==> config.mk <==
export PLATFORM = sky130hd
export DESIGN_NAME = frame_pulse_generator
export DESIGN_NICKNAME = d
export VERILOG_FILES = /design/src/core/fpg_pkg.sv /design/src/core/pulse_ctrl_if.sv /design/src/core/frame_pulse_generator.sv /design/src/core/pulse_waveform.sv
export VERILOG_INCLUDE_DIRS = /design/src /design/src/core
export SDC_FILE = /design/constraint.sdc
export NUM_CORES = 1
export LEC_CHECK = 0
export BUFFER_PORTS_ARGS = -buffer_cell sky130_fd_sc_hd__buf_2
export CORE_AREA = 2 2 144 146
export CTS_CLUSTER_SIZE = 25
export DETAILED_ROUTE_END_ITERATION = 7
export DIE_AREA = 0 0 146 148
export GPL_TIMING_DRIVEN = 0
export PLACE_DENSITY = 0.83
export SYNTH_ARGS = -nofsm -noshare
export SYNTH_HDL_FRONTEND = slang
export SYNTH_SLANG_ARGS = --single-unit
==> constraint.sdc <==
create_clock -name CORE_CLK -period 3.38 [get_ports CORE_CLK]
set_input_delay 0.507 -clock CORE_CLK [delete_from_list [all_inputs] [get_ports CORE_CLK]]
set_output_delay 0.507 -clock CORE_CLK [all_outputs]
set_load 0.02 [all_outputs]
==> src/core/fpg_defines.svh <==
/*
 * Register offsets, field positions, reset values and timing counts of the
 * frame pulse generator. Assumes an 8-bit register port and a 100 MHz core clock.
 */
`ifndef FPG_DEFINES_SVH
`define FPG_DEFINES_SVH

`define FPG_OFF_CTRL 8'h18
`define FPG_OFF_HIGH_UP 8'h19
`define FPG_OFF_HIGH_LO 8'h1A
`define FPG_OFF_LOW_UP 8'h1B
`define FPG_OFF_LOW_LO 8'h1C
`define FPG_OFF_PAGE 8'h4C
`define FPG_OFF_RATE 8'h58
`define FPG_OFF_ROUTE_LO 8'h6E
`define FPG_OFF_ROUTE_HI 8'h6F

`define FPG_CTL_EN 0
`define FPG_CTL_SHAPE 1
`define FPG_CTL_INIT 2
`define FPG_CTL_STAT 3
`define FPG_CTL_MODE_MSB 7
`define FPG_CTL_MODE_LSB 4
`define FPG_MODE_EXT 3
`define FPG_PAGE_RD_MSB 5
`define FPG_PAGE_RD_LSB 4

`define FPG_RATE_FAST 3'h6
`define FPG_ROUTE_PULSE 4'hA

`define FPG_CTRL_RST 8'h00
`define FPG_COUNT_RST 16'h0000
`define FPG_PAGE_RST 8'h00
`define FPG_RATE_RST 3'h0
`define FPG_ROUTE_RST 16'h0000

`define FPG_CLK_PERIOD_NS 10
`define FPG_BC_FRAME_BITS 30
`define FPG_BIT_FAST_NS 20
`define FPG_BIT_SLOW_NS 400
`define FPG_TICK_FAST_CYCLES (`FPG_BC_FRAME_BITS * `FPG_BIT_FAST_NS / `FPG_CLK_PERIOD_NS)
`define FPG_TICK_SLOW_CYCLES (`FPG_BC_FRAME_BITS * `FPG_BIT_SLOW_NS / `FPG_CLK_PERIOD_NS)

`endif

==> src/core/fpg_pkg.sv <==
/*
 * Types shared by the frame pulse generator modules.
 * Assumes nothing beyond a SystemVerilog compiler.
 */
package fpg_pkg;
  typedef enum logic [1:0] {
    GEN_IDLE = 2'b00,
    GEN_HIGH = 2'b01,
    GEN_LOW = 2'b10
  } gen_state_t;
  typedef logic [15:0] tick_count_t;
endpackage

==> src/core/pulse_ctrl_if.sv <==
/*
 * Settings and result between the register block and the waveform engine.
 * Assumes both ends run on the same core clock.
 */
`timescale 1ns/1ps
interface pulse_ctrl_if;
  logic enable;
  logic shape_equal;
  logic init_level;
  logic fast_rate;
  fpg_pkg::tick_count_t high_count;
  fpg_pkg::tick_count_t low_count;
  logic pulse;
  modport ctrl (output enable, shape_equal, init_level, fast_rate, high_count, low_count,
    input pulse);
  modport gen (input enable, shape_equal, init_level, fast_rate, high_count, low_count,
    output pulse);
endinterface

==> src/core/frame_pulse_generator.sv <==
/*
 * Frame pulse source of the deserializer hub: register set, pin relay, tick
 * source choice and back-channel slot routing around the waveform engine.
 * Assumes the register port is driven by the control-bus slave on CORE_CLK,
 * and pins arrive asynchronously.
 */
// Contract
// - codes 8..F relay pin (code minus 8)
// - slot carries pulse only when routed there
// - all four back channels switch together
// - fast rate tick is 600 ns
// - slow rate tick is 12 us
// - rate code 110b selects fast rate
// - enable bit starts internal generation
// - generation repeats without software help
// - code 0 ticks from port 0 frame
// - shape bit picks separate or even halves
// - init bit sets starting level
// - high count bytes at 0x19 and 0x1A
// - low count bytes at 0x1B and 0x1C
`timescale 1ns/1ps
`include "fpg_defines.svh"
module frame_pulse_generator #(
  parameter int NUM_PORTS = 4,
  parameter int NUM_SLOTS = 4,
  parameter int NUM_PINS = 8,
  parameter int FAST_CYCLES = `FPG_TICK_FAST_CYCLES,
  parameter int SLOW_CYCLES = `FPG_TICK_SLOW_CYCLES
) (
  // clock and reset
  input wire logic CORE_CLK,
  input wire logic RESET_N,
  // register port
  input wire logic [7:0] REG_ADDR,
  input wire logic [7:0] REG_WDATA,
  input wire logic REG_WRITE,
  input wire logic REG_READ,
  output logic [7:0] REG_RDATA,
  // general-purpose pins
  input wire logic [NUM_PINS-1:0] GPIO_IN,
  // back-channel slots and pulse
  output logic [NUM_PORTS*NUM_SLOTS-1:0] BC_SLOT_OUT,
  output logic FRAME_PULSE_OUT
);
  logic [7:0] ctrl_reg;
  logic [15:0] high_count_reg;
  logic [15:0] low_count_reg;
  logic [7:0] page_reg;
  logic [2:0] rate_reg [NUM_PORTS];
  logic [15:0] route_reg [NUM_PORTS];
  logic [NUM_PINS-1:0] pin_s1_reg;
  logic [NUM_PINS-1:0] pin_s2_reg;
  logic [NUM_PINS-1:0] pin_s3_reg;
  logic [NUM_PINS-1:0] pin_filt_reg;
  logic frame_pulse_reg;
  logic frame_pulse_next;
  logic [NUM_PORTS*NUM_SLOTS-1:0] slot_reg;
  logic [7:0] rdata_reg;
  logic [7:0] rdata_next;
  logic [3:0] source_sel;
  logic ext_mode;
  logic [1:0] tick_port;
  logic [1:0] read_port;

  pulse_ctrl_if gen_ctl ();

  assign source_sel = ctrl_reg[`FPG_CTL_MODE_MSB:`FPG_CTL_MODE_LSB];
  assign ext_mode = source_sel[`FPG_MODE_EXT];
  assign tick_port = source_sel[1:0];
  assign read_port = page_reg[`FPG_PAGE_RD_MSB:`FPG_PAGE_RD_LSB];

  // relay mode keeps the engine parked even if software leaves enable set
  assign gen_ctl.enable = ctrl_reg[`FPG_CTL_EN] && !ext_mode;
  assign gen_ctl.shape_equal = ctrl_reg[`FPG_CTL_SHAPE];
  assign gen_ctl.init_level = ctrl_reg[`FPG_CTL_INIT];
  assign gen_ctl.fast_rate = (rate_reg[tick_port] == `FPG_RATE_FAST);
  assign gen_ctl.high_count = high_count_reg;
  assign gen_ctl.low_count = low_count_reg;

  pulse_waveform #(
    .FAST_CYCLES(FAST_CYCLES),
    .SLOW_CYCLES(SLOW_CYCLES)
  ) u_wave (
    .clk(CORE_CLK),
    .rst_n(RESET_N),
    .ctl(gen_ctl)
  );

  // shared registers
  always_ff @(posedge CORE_CLK or negedge RESET_N) begin
    if (!RESET_N) begin
      ctrl_reg <= `FPG_CTRL_RST;
      page_reg <= `FPG_PAGE_RST;
    end else if (REG_WRITE) begin
      if (REG_ADDR == `FPG_OFF_CTRL) begin
        ctrl_reg <= REG_WDATA;
      end
      if (REG_ADDR == `FPG_OFF_PAGE) begin
        page_reg <= REG_WDATA;
      end
    end
  end

  always_ff @(posedge CORE_CLK or negedge RESET_N) begin
    if (!RESET_N) begin
      high_count_reg <= `FPG_COUNT_RST;
    end else if (REG_WRITE && REG_ADDR == `FPG_OFF_HIGH_UP) begin
      high_count_reg[15:8] <= REG_WDATA;
    end else if (REG_WRITE && REG_ADDR == `FPG_OFF_HIGH_LO) begin
      high_count_reg[7:0] <= REG_WDATA;
    end
  end

  always_ff @(posedge CORE_CLK or negedge RESET_N) begin
    if (!RESET_N) begin
      low_count_reg <= `FPG_COUNT_RST;
    end else if (REG_WRITE && REG_ADDR == `FPG_OFF_LOW_UP) begin
      low_count_reg[15:8] <= REG_WDATA;
    end else if (REG_WRITE && REG_ADDR == `FPG_OFF_LOW_LO) begin
      low_count_reg[7:0] <= REG_WDATA;
    end
  end

  // per-port registers, written to every port whose page bit is set
  for (genvar p = 0; p < NUM_PORTS; p++) begin : g_port
    always_ff @(posedge CORE_CLK or negedge RESET_N) begin
      if (!RESET_N) begin
        rate_reg[p] <= `FPG_RATE_RST;
        route_reg[p] <= `FPG_ROUTE_RST;
      end else if (REG_WRITE && page_reg[p]) begin
        if (REG_ADDR == `FPG_OFF_RATE) begin
          rate_reg[p] <= REG_WDATA[2:0];
        end
        if (REG_ADDR == `FPG_OFF_ROUTE_LO) begin
          route_reg[p][7:0] <= REG_WDATA;
        end
        if (REG_ADDR == `FPG_OFF_ROUTE_HI) begin
          route_reg[p][15:8] <= REG_WDATA;
        end
      end
    end
    for (genvar s = 0; s < NUM_SLOTS; s++) begin : g_slot
      // one shared pulse flop feeds every slot, so ports stay in step
      always_ff @(posedge CORE_CLK or negedge RESET_N) begin
        if (!RESET_N) begin
          slot_reg[p*NUM_SLOTS+s] <= 1'b0;
        end else begin
          slot_reg[p*NUM_SLOTS+s] <= frame_pulse_reg &&
            (route_reg[p][s*4+:4] == `FPG_ROUTE_PULSE);
        end
      end
    end
  end

  // pin synchronisers; only the filtered level is ever used
  for (genvar g = 0; g < NUM_PINS; g++) begin : g_pin
    always_ff @(posedge CORE_CLK or negedge RESET_N) begin
      if (!RESET_N) begin
        pin_s1_reg[g] <= 1'b0;
        pin_s2_reg[g] <= 1'b0;
        pin_s3_reg[g] <= 1'b0;
        pin_filt_reg[g] <= 1'b0;
      end else begin
        pin_s1_reg[g] <= GPIO_IN[g];
        pin_s2_reg[g] <= pin_s1_reg[g];
        pin_s3_reg[g] <= pin_s2_reg[g];
        if (pin_s2_reg[g] == pin_s3_reg[g]) begin
          pin_filt_reg[g] <= pin_s3_reg[g];
        end
      end
    end
  end

  always_comb begin
    if (ext_mode) begin
      frame_pulse_next = pin_filt_reg[source_sel[2:0]];
    end else begin
      frame_pulse_next = gen_ctl.pulse;
    end
  end

  always_ff @(posedge CORE_CLK or negedge RESET_N) begin
    if (!RESET_N) begin
      frame_pulse_reg <= 1'b0;
    end else begin
      frame_pulse_reg <= frame_pulse_next;
    end
  end

  // read side; bit 3 of the control register shows the live pulse
  always_comb begin
    case (REG_ADDR)
      `FPG_OFF_CTRL: rdata_next = {ctrl_reg[7:4], frame_pulse_reg, ctrl_reg[2:0]};
      `FPG_OFF_HIGH_UP: rdata_next = high_count_reg[15:8];
      `FPG_OFF_HIGH_LO: rdata_next = high_count_reg[7:0];
      `FPG_OFF_LOW_UP: rdata_next = low_count_reg[15:8];
      `FPG_OFF_LOW_LO: rdata_next = low_count_reg[7:0];
      `FPG_OFF_PAGE: rdata_next = page_reg;
      `FPG_OFF_RATE: rdata_next = {5'h00, rate_reg[read_port]};
      `FPG_OFF_ROUTE_LO: rdata_next = route_reg[read_port][7:0];
      `FPG_OFF_ROUTE_HI: rdata_next = route_reg[read_port][15:8];
      default: rdata_next = 8'h00;
    endcase
  end

  always_ff @(posedge CORE_CLK or negedge RESET_N) begin
    if (!RESET_N) begin
      rdata_reg <= 8'h00;
    end else if (REG_READ) begin
      rdata_reg <= rdata_next;
    end
  end

  assign REG_RDATA = rdata_reg;
  assign BC_SLOT_OUT = slot_reg;
  assign FRAME_PULSE_OUT = frame_pulse_reg;
endmodule

==> src/core/pulse_waveform.sv <==
/*
 * Tick divider and high/low waveform engine of the internal frame pulse.
 * Assumes settings arrive already registered on the same core clock.
 */
`timescale 1ns/1ps
`include "fpg_defines.svh"
module pulse_waveform #(
  parameter int FAST_CYCLES = `FPG_TICK_FAST_CYCLES,
  parameter int SLOW_CYCLES = `FPG_TICK_SLOW_CYCLES
) (
  input wire logic clk,
  input wire logic rst_n,
  pulse_ctrl_if.gen ctl
);
  localparam int CW = $clog2(SLOW_CYCLES + 1);
  localparam logic [CW-1:0] FAST_LAST = CW'(FAST_CYCLES - 1);
  localparam logic [CW-1:0] SLOW_LAST = CW'(SLOW_CYCLES - 1);

  logic [CW-1:0] div_reg;
  logic tick_reg;
  logic rate_last_reg;
  fpg_pkg::gen_state_t state_reg;
  fpg_pkg::tick_count_t cnt_reg;
  logic out_reg;
  logic [CW-1:0] div_last;
  fpg_pkg::tick_count_t high_len;
  fpg_pkg::tick_count_t low_len;

  assign div_last = ctl.fast_rate ? FAST_LAST : SLOW_LAST;
  // zero counts would stall the wave, so they act as one tick
  assign high_len = (ctl.high_count == 16'h0000) ? 16'h0001 : ctl.high_count;
  assign low_len = ctl.shape_equal ? high_len :
    ((ctl.low_count == 16'h0000) ? 16'h0001 : ctl.low_count);
  assign ctl.pulse = out_reg;

  // one tick per back-channel frame; a rate change restarts the frame
  always_ff @(posedge clk or negedge rst_n) begin
    if (!rst_n) begin
      div_reg <= '0;
      tick_reg <= 1'b0;
      rate_last_reg <= 1'b0;
    end else if (!ctl.enable || ctl.fast_rate != rate_last_reg) begin
      div_reg <= '0;
      tick_reg <= 1'b0;
      rate_last_reg <= ctl.fast_rate;
    end else if (div_reg == div_last) begin
      div_reg <= '0;
      tick_reg <= 1'b1;
    end else begin
      div_reg <= div_reg + 1'b1;
      tick_reg <= 1'b0;
    end
  end

  always_ff @(posedge clk or negedge rst_n) begin
    if (!rst_n) begin
      state_reg <= fpg_pkg::GEN_IDLE;
      cnt_reg <= '0;
      out_reg <= 1'b0;
    end else if (!ctl.enable) begin
      state_reg <= fpg_pkg::GEN_IDLE;
      cnt_reg <= '0;
      out_reg <= ctl.init_level;
    end else begin
      case (state_reg)
        fpg_pkg::GEN_IDLE: begin
          state_reg <= ctl.init_level ? fpg_pkg::GEN_HIGH : fpg_pkg::GEN_LOW;
          cnt_reg <= '0;
          out_reg <= ctl.init_level;
        end
        fpg_pkg::GEN_HIGH: begin
          if (tick_reg && cnt_reg == high_len - 16'h0001) begin
            state_reg <= fpg_pkg::GEN_LOW;
            cnt_reg <= '0;
            out_reg <= 1'b0;
          end else if (tick_reg) begin
            cnt_reg <= cnt_reg + 16'h0001;
          end
        end
        fpg_pkg::GEN_LOW: begin
          if (tick_reg && cnt_reg == low_len - 16'h0001) begin
            state_reg <= fpg_pkg::GEN_HIGH;
            cnt_reg <= '0;
            out_reg <= 1'b1;
          end else if (tick_reg) begin
            cnt_reg <= cnt_reg + 16'h0001;
          end
        end
        default: begin
          state_reg <= fpg_pkg::GEN_IDLE;
          cnt_reg <= '0;
          out_reg <= ctl.init_level;
        end
      endcase
    end
  end

  // checking aid: cycles since the previous tick
  logic [CW-1:0] gap_reg;
  logic seen_reg;
  always_ff @(posedge clk or negedge rst_n) begin
    if (!rst_n) begin
      gap_reg <= '0;
      seen_reg <= 1'b0;
    end else if (!ctl.enable || ctl.fast_rate != rate_last_reg) begin
      gap_reg <= '0;
      seen_reg <= 1'b0;
    end else if (tick_reg) begin
      gap_reg <= '0;
      seen_reg <= 1'b1;
    end else begin
      gap_reg <= gap_reg + 1'b1;
    end
  end
endmodule

==> impl_results.md, run 1 <==
* RD Place Congestion at 0.988
* Cts hold-fix bufs at 0
* DIE HEIGHT at 148 um
* Non-Filler Instances at 1296
* Synth top area share at 48.9%
* Vias in the first global route at 8191
* Via density at 6.15
* Clock buffer depth at 3
* Area leader, netlist: dfrtp_1
* DR iter-0 viols at 843
* Setup-failing EPs final at 19
* Critical path peak fanout at 7
* Synthesized area at 0.0108 mm^2
* Peak VDD IR at 476 uV
* RSZ-0062 raised after global routing: true
* Fin. max-slew vios at 0
* Placed Cells at 1228
* Drt pass-1 iters at 8
* Share of cells above drive strength 1 at 30.9%
* Tmin final at 3570 ps
* Flop pwr share at 44.0%
* Period utilization at 106%
* Avg Synthesized Cell Area at 11.9 um^2
* Total Wirelength at 27300 um
* Clk slew on worst S/H paths at 60 ps
* Crit end category: flop
* Insertion delay to the later sink of the worst-skew pair at 500 ps
* First-pass GRT wire length at 43500 um
* Ys Warns at 0
* Utilization after layout at 63.0%
* DRC at 0
* CP max stage delay at 450 ps
* Overall Power at 6.04 mW
* Leak at 5.62 nW
* CTS sink cnt at 212
* CTS Buf Count at 23
* Rows at 52
* Max-slew headroom at the worst pin at 21.1%
* Die ar. at 0.0216 mm^2
* Count of input and output buffers at 48
* Crit-path slowest cell: dfrtp_2
* Post-route cell area at 0.0126 mm^2
* Antenna violations before repair at 1
* Switching Share at 25.9%
* Initial cell density of the core at 54.1%
* Post-Synthesis Cells at 908
* Core area at 0.0200 mm^2
* Gr usage total at 25.2%
* Int Power at 4.47 mW
* Pin count of the biggest net entering global routing at 120
* Vias post-DR at 7970
* Psw at 1.57 mW
* Distinct cells, synth at 70
* Wirelength per Cell at 21.1 um
* Top cell by count, worst path: nor4_4
* Largest register FFs at 64
* HP Class: primary input to async pin
* Sequential fraction of the synthesis area at 48.9%
* Final nets at 1044
* Top Ports at 53
* Failing checks: setup timing
* Top FF cell, synth: dfrtp_1
* Setup TNS at -3070 ps
* Hold Violations, Final at 0
* Crit path launch type: flop
* Clk_skew at 7.66 ps
* H-tree Lvls at 1
* #FFs+latches synth at 212
* Combinational group share of total power at 14.3%
* Pre-CTS WS at -723 ps
* Grt ovf at 0
* Status: finished, violations left
* Highest-count cells in the layout ignoring fill and taps: dfrtp_1, mux2_2, buf_2, nand2_1, nor2_1
* CTS tree: yes
* Setup WS post-layout at -191 ps
* CP arrival at 3940 ps
* DP HPWL at 18400 um
* Syn_nets at 943
* Area delta synth->final at 16.4%
* Root Buffer: clkbuf_16
* Synth area leaders: dfrtp_1, mux2_2, mux4_2
* Worst slew pin tran at 1170 ps
* Post-synth EDFFs at 0
* Worst Path Required at 3750 ps
* Crit path kind: flop to flop
* Pwr dens at 478 mW/mm^2
* Max cap viols at 0
* Clock power share at 41.7%
* Routed Antenna Nets at 0
* Die extent in x at 146 um
* Async set-reset flop share out of synthesis at 100%
* Placed inst area at 0.0115 mm^2
* Worst hold slack at 16.4 ps
* Commonest non-fill, non-tap cell in the layout: dfrtp_1
* Fmax at 0.280 GHz
* Crit-path cells: nor4_4 -> nand4_1 -> o31ai_2 -> nand2_1 -> ha_4 -> xor2_2 -> xnor2_2 -> a2111oi_4 -> o2111ai_2 -> nor4_4 -> and4_4 -> o21a_1 -> buf_6 -> clkbuf_16 -> nor3_1
==> path summary, 6_finish.rpt <==
check                                             startpoint                            endpoint  slack (ps)  depth (start not counted)
max in group asynchronous                            RESET_N  gen_ctl.high_count[10]$_DFFE_PN0P_        2270                          2
min                                                  RESET_N        u_wave.cnt_reg[14]$_DFF_PN0_          20                          1
max reg2reg                gen_ctl.low_count[11]$_DFFE_PN0P_        u_wave.cnt_reg[13]$_DFF_PN0_        -190                         15
max                        gen_ctl.low_count[11]$_DFFE_PN0P_        u_wave.cnt_reg[13]$_DFF_PN0_        -190                         15
min in group CORE_CLK                             GPIO_IN[5]             pin_s1_reg[5]$_DFF_PN0_         100                          1
min reg2reg                          pin_s1_reg[1]$_DFF_PN0_             pin_s2_reg[1]$_DFF_PN0_         350                          0
==> cell type report <==
class | count | area, um^2
diodes | 1 | 2.50
plain buffers | 56 | 268
clock buffers | 31 | 646
clock inverters | 10 | 116
fillers | 1554 | 7420
inverters | 20 | 75.1
multi-input cells | 619 | 5350
flip-flops and latches | 212 | 5310
well taps | 270 | 338
repair buffers | 77 | 510
==> power groups by stage <==
stage | clock network (mW) | logic (mW) | registers, mW
3_5_place_dp | 0 | 0.709 | 2.69
2_1_floorplan | 0 | 0.500 | 2.68
3_3_place_gp | 0 | 0.692 | 2.69
6_report | 2.52 | 0.865 | 2.66
5_1_grt | 2.65 | 0.930 | 2.66
4_1_cts | 2.54 | 0.775 | 2.65
==> cell families after synthesis <==
kind of cell / after synthesis / share of synthesized area [%]
compound gates: 92 / 6.33
xor+xnor: 66 / 5.33
fa+ha+maj: 15 / 1.55
buf+inv: 77 / 3.06
flops: 212 / 48.9
mux: 181 / 20.7
simple gates: 265 / 14.1
==> critical path, delay by kind of cell, from the launching register on <==
family / cells / cell delay [ps]
AOI/OAI and AO/OA: 4 / 930
adders and majority gates: 1 / 200
and+or+nand+nor: 6 / 1240
DFF: 1 / 450
xor gates and xnor gates: 2 / 330
buffers and inverters: 2 / 300
==> per-layer routing <==
| metal | GRT usage [%] | vias to the layer above | routed length [um] |
|---|---|---|---|
| met1 | 33.1 | 4005 | 11100 |
| met4 | 12.4 | 0 | 1290 |
| met3 | 3.15 | 99 | 1570 |
| li1 | - | 3532 | - |
| met2 | 41.9 | 334 | 13400 |
| met5 | 0 | - | 0 |
==> synthesized netlist by cell type, types with 10 or more instances <==
library cell / n
a21oi_1: 10
and3_1: 11
buf_2: 13
clkbuf_1: 33
dfrtp_1: 212
inv_1: 20
mux2_2: 131
mux2i_1: 29
mux4_2: 21
nand2_1: 48
nand3_1: 15
nand3b_1: 22
nand4_1: 14
nor2_1: 47
nor3_1: 36
nor3b_1: 20
o21ai_0: 13
o22ai_1: 12
xnor2_1: 33
xor2_1: 33
==> what timing repair did <==
| action | CTS | global route |
|---|---|---|
| pin swaps | 16 | 16 |
| setup endpoints to repair | 19 | 19 |
| resized for setup | 17 | 23 |
| cloned | 0 | 1 |
| buffers inserted | 19 | 7 |
Note: power is estimated with default switching activity, not from simulation.
==> run 2, diff against run 1 <==
Settings changed: PLACE_DENSITY 0.83 to unset, PLACE_DENSITY_LB_ADDON set to 0.3, SLEW_MARGIN set to 5.
==> run 2 against run 1 <==
  * The run still ends with setup timing left
  * First-iteration DRC count down 17%
  * Cell area down 1.4%
  * Die area did not move
  * Clock power decreased by 8%
  * Utilization is 0.87 points lower
  * Sequential share of layout area increased by 0.59 points
  * Critical path depth stayed put
  * Flip-flop and latch count unchanged
  * Largest power group unchanged
  * Highest routed layer unchanged
==> impl_results.md, run 2 (synthesized netlist as in run 1, its figures left out) <==
* Combinational group share of total power at 14.2% (was 14.3%)
* Die extent in x at 146 um (unchanged)
* Count of input and output buffers at 48 (unchanged)
* Overall Power at 5.81 mW (was 6.04 mW)
* Placed Cells at 1227 (was 1228)
* Vias post-DR at 7777 (was 7970)
* Switching Share at 26.2% (was 25.9%)
* # diodes at 0 (was 1)
* Period utilization at 105% (was 106%)
* Hold Violations, Final at 0 (unchanged)
* Root Buffer: clkbuf_16 (unchanged)
* Clock buffer depth at 3 (unchanged)
* Crit path kind: flop to flop (unchanged)
* Pin count of the biggest net entering global routing at 110 (was 120)
* Wirelength per Cell at 20.8 um (was 21.1 um)
* Clk slew on worst S/H paths at 60 ps (about the same)
* DRC at 0 (unchanged)
* CTS sink cnt at 212 (unchanged)
* Failing checks: setup timing (unchanged)
* Setup WS post-layout at -180 ps (was -191 ps)
* Status: finished, violations left (unchanged)
* DIE HEIGHT at 148 um (unchanged)
* Leak at 5.53 nW (was 5.62 nW)
* Core area at 0.0200 mm^2 (unchanged)
* Psw at 1.52 mW (was 1.57 mW)
* Via density at 6.05 (was 6.15)
* Top Ports at 53 (unchanged)
* Final nets at 1037 (was 1044)
* CTS tree: yes (unchanged)
* RSZ-0062 raised after global routing: true (unchanged)
* Peak VDD IR at 436 uV (was 476 uV)
* HP Class: primary input to async pin (unchanged)
* Antenna violations before repair at 0 (was 1)
* Area delta synth->final at 14.8% (was 16.4%)
* First-pass GRT wire length at 43500 um (about the same)
* Crit path launch type: flop (unchanged)
* RD Place Congestion at 0.965 (was 0.988)
* CTS Buf Count at 23 (unchanged)
* Rows at 52 (unchanged)
* Total Wirelength at 26700 um (was 27300 um)
* Crit end category: flop (unchanged)
* Share of cells above drive strength 1 at 30.0% (was 30.9%)
* Clock power share at 40.1% (was 41.7%)
* Setup-failing EPs final at 19 (unchanged)
* Pwr dens at 467 mW/mm^2 (was 478 mW/mm^2)
* DR iter-0 viols at 697 (was 843)
* Fmax at 0.281 GHz (was 0.280 GHz)
* Drt pass-1 iters at 6 (was 8)
* Largest register FFs at 64 (unchanged)
* Highest-count cells in the layout ignoring fill and taps: dfrtp_1, mux2_2, buf_2, nand2_1, nor2_1 (unchanged)
* Tmin final at 3560 ps (was 3570 ps)
* Vias in the first global route at 7814 (was 8191)
* Max cap viols at 0 (unchanged)
* Commonest non-fill, non-tap cell in the layout: dfrtp_1 (unchanged)
* Worst r2r path cells at 15 (unchanged)
* DP HPWL at 18400 um (about the same)
* Initial cell density of the core at 54.1% (unchanged)
* Insertion delay to the later sink of the worst-skew pair at 500 ps (about the same)
* Gr usage total at 25.5% (was 25.2%)
* Int Power at 4.29 mW (was 4.47 mW)
* Clk_skew at 9.23 ps (was 7.66 ps)
* Worst slew pin tran at 1110 ps (was 1170 ps)
* Die ar. at 0.0216 mm^2 (unchanged)
* Routed Antenna Nets at 0 (unchanged)
* Grt ovf at 0 (unchanged)
* Critical path peak fanout at 10 (was 7)
* Fin. max-slew vios at 0 (unchanged)
* Worst Path Required at 3750 ps (about the same)
* H-tree Lvls at 1 (unchanged)
* CP arrival at 3930 ps (was 3940 ps)
* Non-Filler Instances at 1285 (was 1296)
* Flop pwr share at 45.7% (was 44.0%)
* Max-slew headroom at the worst pin at 25.5% (was 21.1%)
-- run 2: cell count changes in the layout (fill, tap and decap cells not counted), sizes merged --
| cell | previous run | this run |
|---|---|---|
| diode | 1 | 0 |
| clkbuf | 64 | 67 |
| buf | 100 | 92 |
| inv | 21 | 20 |
| clkinvlp | 2 | 3 |
| bufinv | 2 | 0 |
| clkinv | 5 | 2 |
-- run 2: timing repair --
item | CTS | global route
pin swaps | 19 | 8
setup buffers | 19 | 3
resized for setup | 19 | 12
hold buffers | 0 | 0
endpoints found under the setup margin | 19 | 19
-- run 2: through the flow --
stage	hold WS [ps]	setup TNS [ps]	cell area (um^2)	utilization (%)	setup slack [ps]
2_1_floorplan	211	0	10800	-	64.9
3_3_place_gp	332	-385140	11400	57.0	-1800
3_5_place_dp	335	-13500	11500	57.2	-783
4_1_cts	84.3	-4760	12400	61.8	-284
5_1_grt	95.3	-5530	12400	62.1	-328
6_report	51.6	-2820	12400	62.1	-180
-- run 2: power groups by stage --
stage	clock, mW	sequential, mW	combinational, mW
after floorplan	0	2.68	0.500
after global placement	0	2.69	0.701
after detailed placement	0	2.70	0.721
after CTS	2.37	2.66	0.789
after global routing	2.47	2.66	0.900
final	2.33	2.66	0.826
-- run 2: path summary, 6_finish.rpt --
kind,start,end,slack (ps)
setup / recovery,gen_ctl.low_count[14]$_DFFE_PN0P_,u_wave.cnt_reg[5]$_DFF_PN0_,-180
hold / removal,RESET_N,u_wave.cnt_reg[14]$_DFF_PN0_,50
setup reg to reg,gen_ctl.low_count[14]$_DFFE_PN0P_,u_wave.cnt_reg[5]$_DFF_PN0_,-180
hold reg to reg,pin_s1_reg[5]$_DFF_PN0_,pin_s2_reg[5]$_DFF_PN0_,350
max in group asynchronous,RESET_N,page_reg[0]$_DFFE_PN0P_,2310
min in group CORE_CLK,GPIO_IN[3],pin_s1_reg[3]$_DFF_PN0_,110
-- run 2: cell type report --
cell class              instances  area, um^2
plain buffers                  56         265
clock buffers                  33         653
clock inverters                 5        36.3
fillers                      1611        7590
inverters                      20        75.1
multi-input cells             619        5330
flip-flops and latches        212        5310
well taps                     270         338
repair buffers                 70         439
-- run 2: metal layers --
| layer | global-route usage (%) | wire length (um) | vias up |
|---|---|---|---|
| met2 | 40.8 | 12600 | 274 |
| met4 | 10.1 | 947 | 0 |
| li1 | - | - | 3525 |
| met5 | 0 | 0 | - |
| met1 | 35.1 | 11600 | 3908 |
| met3 | 4.14 | 1560 | 70 |
-- run 2: critical path, cell delays in order (launching register included) --
cell and delay [ps]:
dfrtp_2 430, nor4_4 300, nand4_1 200, o31ai_2 280
nand2_1 150, ha_4 300, xor2_1 130, nand2_1 110
a2111oi_2 290, o2111ai_1 170, nor4_2 260, and4_4 310
o21a_1 150, buf_6 130, buf_8 130, nor3_1 60
==> run 3, diff against run 2 <==
Clock period 3.38 ns to 3.65 ns, I/O delays scaled along.
==> run 3 against run 2 <==
  * The run now ends clean
  * Critical endpoint is now u_wave.cnt_reg[13]$_DFF_PN0_
  * Final cell count is 0.47% higher
  * Routed wire length is 0.34% lower
  * Via count is 0.75% lower
  * Die area stayed put
  * Critical path depth is 1 higher
  * Sequential power is 7.5% lower
  * Highest routed layer unchanged
  * Register-to-register slack better by 330 ps
  * Global-route usage is 0.15 points lower
==> impl_results.md, run 3 (synthesized netlist as in run 1, its figures left out) <==
* Period utilization at 96.0% (was 105%)
* Highest-count cells in the layout ignoring fill and taps: dfrtp_1, mux2_2, buf_2, nand2_1, nor2_1 (unchanged)
* Worst Path Required at 4040 ps (was 3750 ps)
* Reg2reg start: gen_ctl.high_count[10]$_DFFE_PN0P_ (was gen_ctl.low_count[14]$_DFFE_PN0P_)
* Worst r2r path cells at 16 (was 15)
* Rows at 52 (unchanged)
* Core area at 0.0200 mm^2 (unchanged)
* Die ar. at 0.0216 mm^2 (unchanged)
* CTS sink cnt at 212 (unchanged)
* Worst slew pin tran at 1080 ps (was 1110 ps)
* Top Ports at 53 (unchanged)
* Antenna violations before repair at 1 (was 0)
* DR iter-0 viols at 606 (was 697)
* Die extent in x at 146 um (unchanged)
* Tmin final at 3500 ps (was 3560 ps)
* Count of input and output buffers at 48 (unchanged)
* Vias in the first global route at 7766 (was 7814)
* Hold Path Origin: GPIO_IN[2]
* DIE HEIGHT at 148 um (unchanged)
* Fin. max-slew vios at 0 (unchanged)
* Commonest non-fill, non-tap cell in the layout: dfrtp_1 (unchanged)
* Hold Violations, Final at 0 (unchanged)
* Crit end category: flop (unchanged)
* Total Wirelength at 26700 um (about the same)
* FF-to-FF End: u_wave.cnt_reg[13]$_DFF_PN0_ (was u_wave.cnt_reg[5]$_DFF_PN0_)
* WHS Endpoint: pin_s1_reg[2]$_DFF_PN0_
* Area delta synth->final at 15.8% (was 14.8%)
* Critical path peak fanout at 7 (was 10)
* H-tree Lvls at 1 (unchanged)
* Pwr dens at 438 mW/mm^2 (was 467 mW/mm^2)
* Overall Power at 5.51 mW (was 5.81 mW)
* CTS Buf Count at 23 (unchanged)
* Pin count of the biggest net entering global routing at 97 (was 110)
* Peak VDD IR at 362 uV (was 436 uV)
* First-pass GRT wire length at 43200 um (was 43500 um)
* Insertion delay to the later sink of the worst-skew pair at 530 ps (was 500 ps)
* Status: complete, no violations (was finished, violations left)
* Wirelength per Cell at 20.6 um (was 20.8 um)
* Max-slew headroom at the worst pin at 27.2% (was 25.5%)
* Max cap viols at 0 (unchanged)
* Gr usage total at 25.3% (was 25.5%)
* Clk slew on worst S/H paths at 60 ps (about the same)
* Pre-CTS WS at -586 ps (was -783 ps)
* Crit path kind: flop to flop (unchanged)
* Fmax at 0.286 GHz (was 0.281 GHz)
* Routed Antenna Nets at 0 (unchanged)
* Final nets at 1040 (was 1037)
* Post-route cell area at 0.0126 mm^2 (was 0.0124 mm^2)
* RSZ-0062 raised after global routing: true (unchanged)
* Hold depth at 1
* Setup WS post-layout at 148 ps (was -180 ps)
* Largest register FFs at 64 (unchanged)
* Setup-failing EPs final at 0 (was 19)
* HP Class: primary input to flop (was primary input to async pin)
* Clock buffer depth at 3 (unchanged)
* Initial cell density of the core at 54.1% (unchanged)
* Crit path launch type: flop (unchanged)
* CP arrival at 3890 ps (was 3930 ps)
* Via density at 5.98 (was 6.05)
* Share of cells above drive strength 1 at 30.1% (was 30.0%)
* Utilization after layout at 62.7% (was 62.1%)
* DP HPWL at 18700 um (was 18400 um)
* Placed inst area at 0.0115 mm^2 (about the same)
* Leak at 5.61 nW (was 5.53 nW)
* Clk_skew at 13.5 ps (was 9.23 ps)
* Flop-to-flop setup slack at 150 ps (was -180 ps)
* Vias post-DR at 7719 (was 7777)
* Worst hold slack at 119 ps (was 51.6 ps)
* DRC at 0 (unchanged)
* CTS tree: yes (unchanged)
* Grt ovf at 0 (unchanged)
* Drt pass-1 iters at 6 (unchanged)
* Root Buffer: clkbuf_16 (unchanged)
* RD Place Congestion at 0.977 (was 0.965)
## run 3: area by class of cell
class	instances	area [um^2]
inverters	20	75.1
flip-flops and latches	212	5310
diodes	1	2.50
clock inverters	6	70.1
fillers	1624	7480
well taps	270	338
plain buffers	56	263
clock buffers	34	667
multi-input cells	619	5330
repair buffers	73	498
## run 3: repair_timing
| action | CTS | global route |
|---|---|---|
| endpoints found under the hold margin | 27 | 0 |
| pin swaps | 12 | 14 |
| setup endpoints to repair | 19 | 19 |
| resized for setup | 16 | 14 |
| hold buffers | 1 | 0 |
| gates cloned | 0 | 1 |
| buffers inserted | 13 | 8 |
## run 3: metrics by stage
| stage | cells | setup TNS [ps] |
|---|---|---|
| finish | 1291 | 0 |
| CTS | 1281 | 0 |
| global placement | 1226 | -334120 |
| detailed placement | 1228 | -9570 |
| floorplan | 908 | 0 |
| global route | 1291 | -376 |
## run 3: report_power, final
part	internal (mW)	switching [mW]
logic	0.339	0.436
clock network	1.34	0.935
registers	2.40	0.0552
## run 3: worst max-delay path by stage
stage / startpoint / to / slack (ps) / cells past startpoint
CTS: gen_ctl.low_count[11]$_DFFE_PN0P_ / u_wave.cnt_reg[7]$_DFF_PN0_ / 3 / 16
detailed placement: gen_ctl.low_count[9]$_DFFE_PN0P_ / u_wave.cnt_reg[7]$_DFF_PN0_ / -590 / 15
global route: gen_ctl.low_count[14]$_DFFE_PN0P_ / u_wave.cnt_reg[13]$_DFF_PN0_ / -40 / 16
floorplan: gen_ctl.low_count[9]$_DFFE_PN0P_ / u_wave.cnt_reg[10]$_DFF_PN0_ / 260 / 15
finish: gen_ctl.high_count[10]$_DFFE_PN0P_ / u_wave.cnt_reg[13]$_DFF_PN0_ / 150 / 16
global placement: RESET_N / pin_s1_reg[0]$_DFF_PN0_ / -1560 / 1
## run 3: layer usage
metal | wire [um] | share of wire (%) | track usage (%)
met1 | 11600 | 43 | 35.2
met2 | 12700 | 48 | 41.1
met4 | 1070 | 4.0 | 9.37
met3 | 1340 | 5.0 | 3.46
met5 | 0 | 0 | 0
## run 3: worst max-delay path: stages, from the launching register on
cell and delay [ps]:
dfrtp_1 490, nor4_4 410, a41oi_2 200, nand2_1 130, nand2_1 100, ha_4 200, xor2_2 160, xnor2_2 170
a2111oi_4 300, o2111ai_2 180, nor4_2 150, buf_4 160, and4_4 250, o21a_1 130, buf_6 140, clkbuf_16 150
nor3_1 50
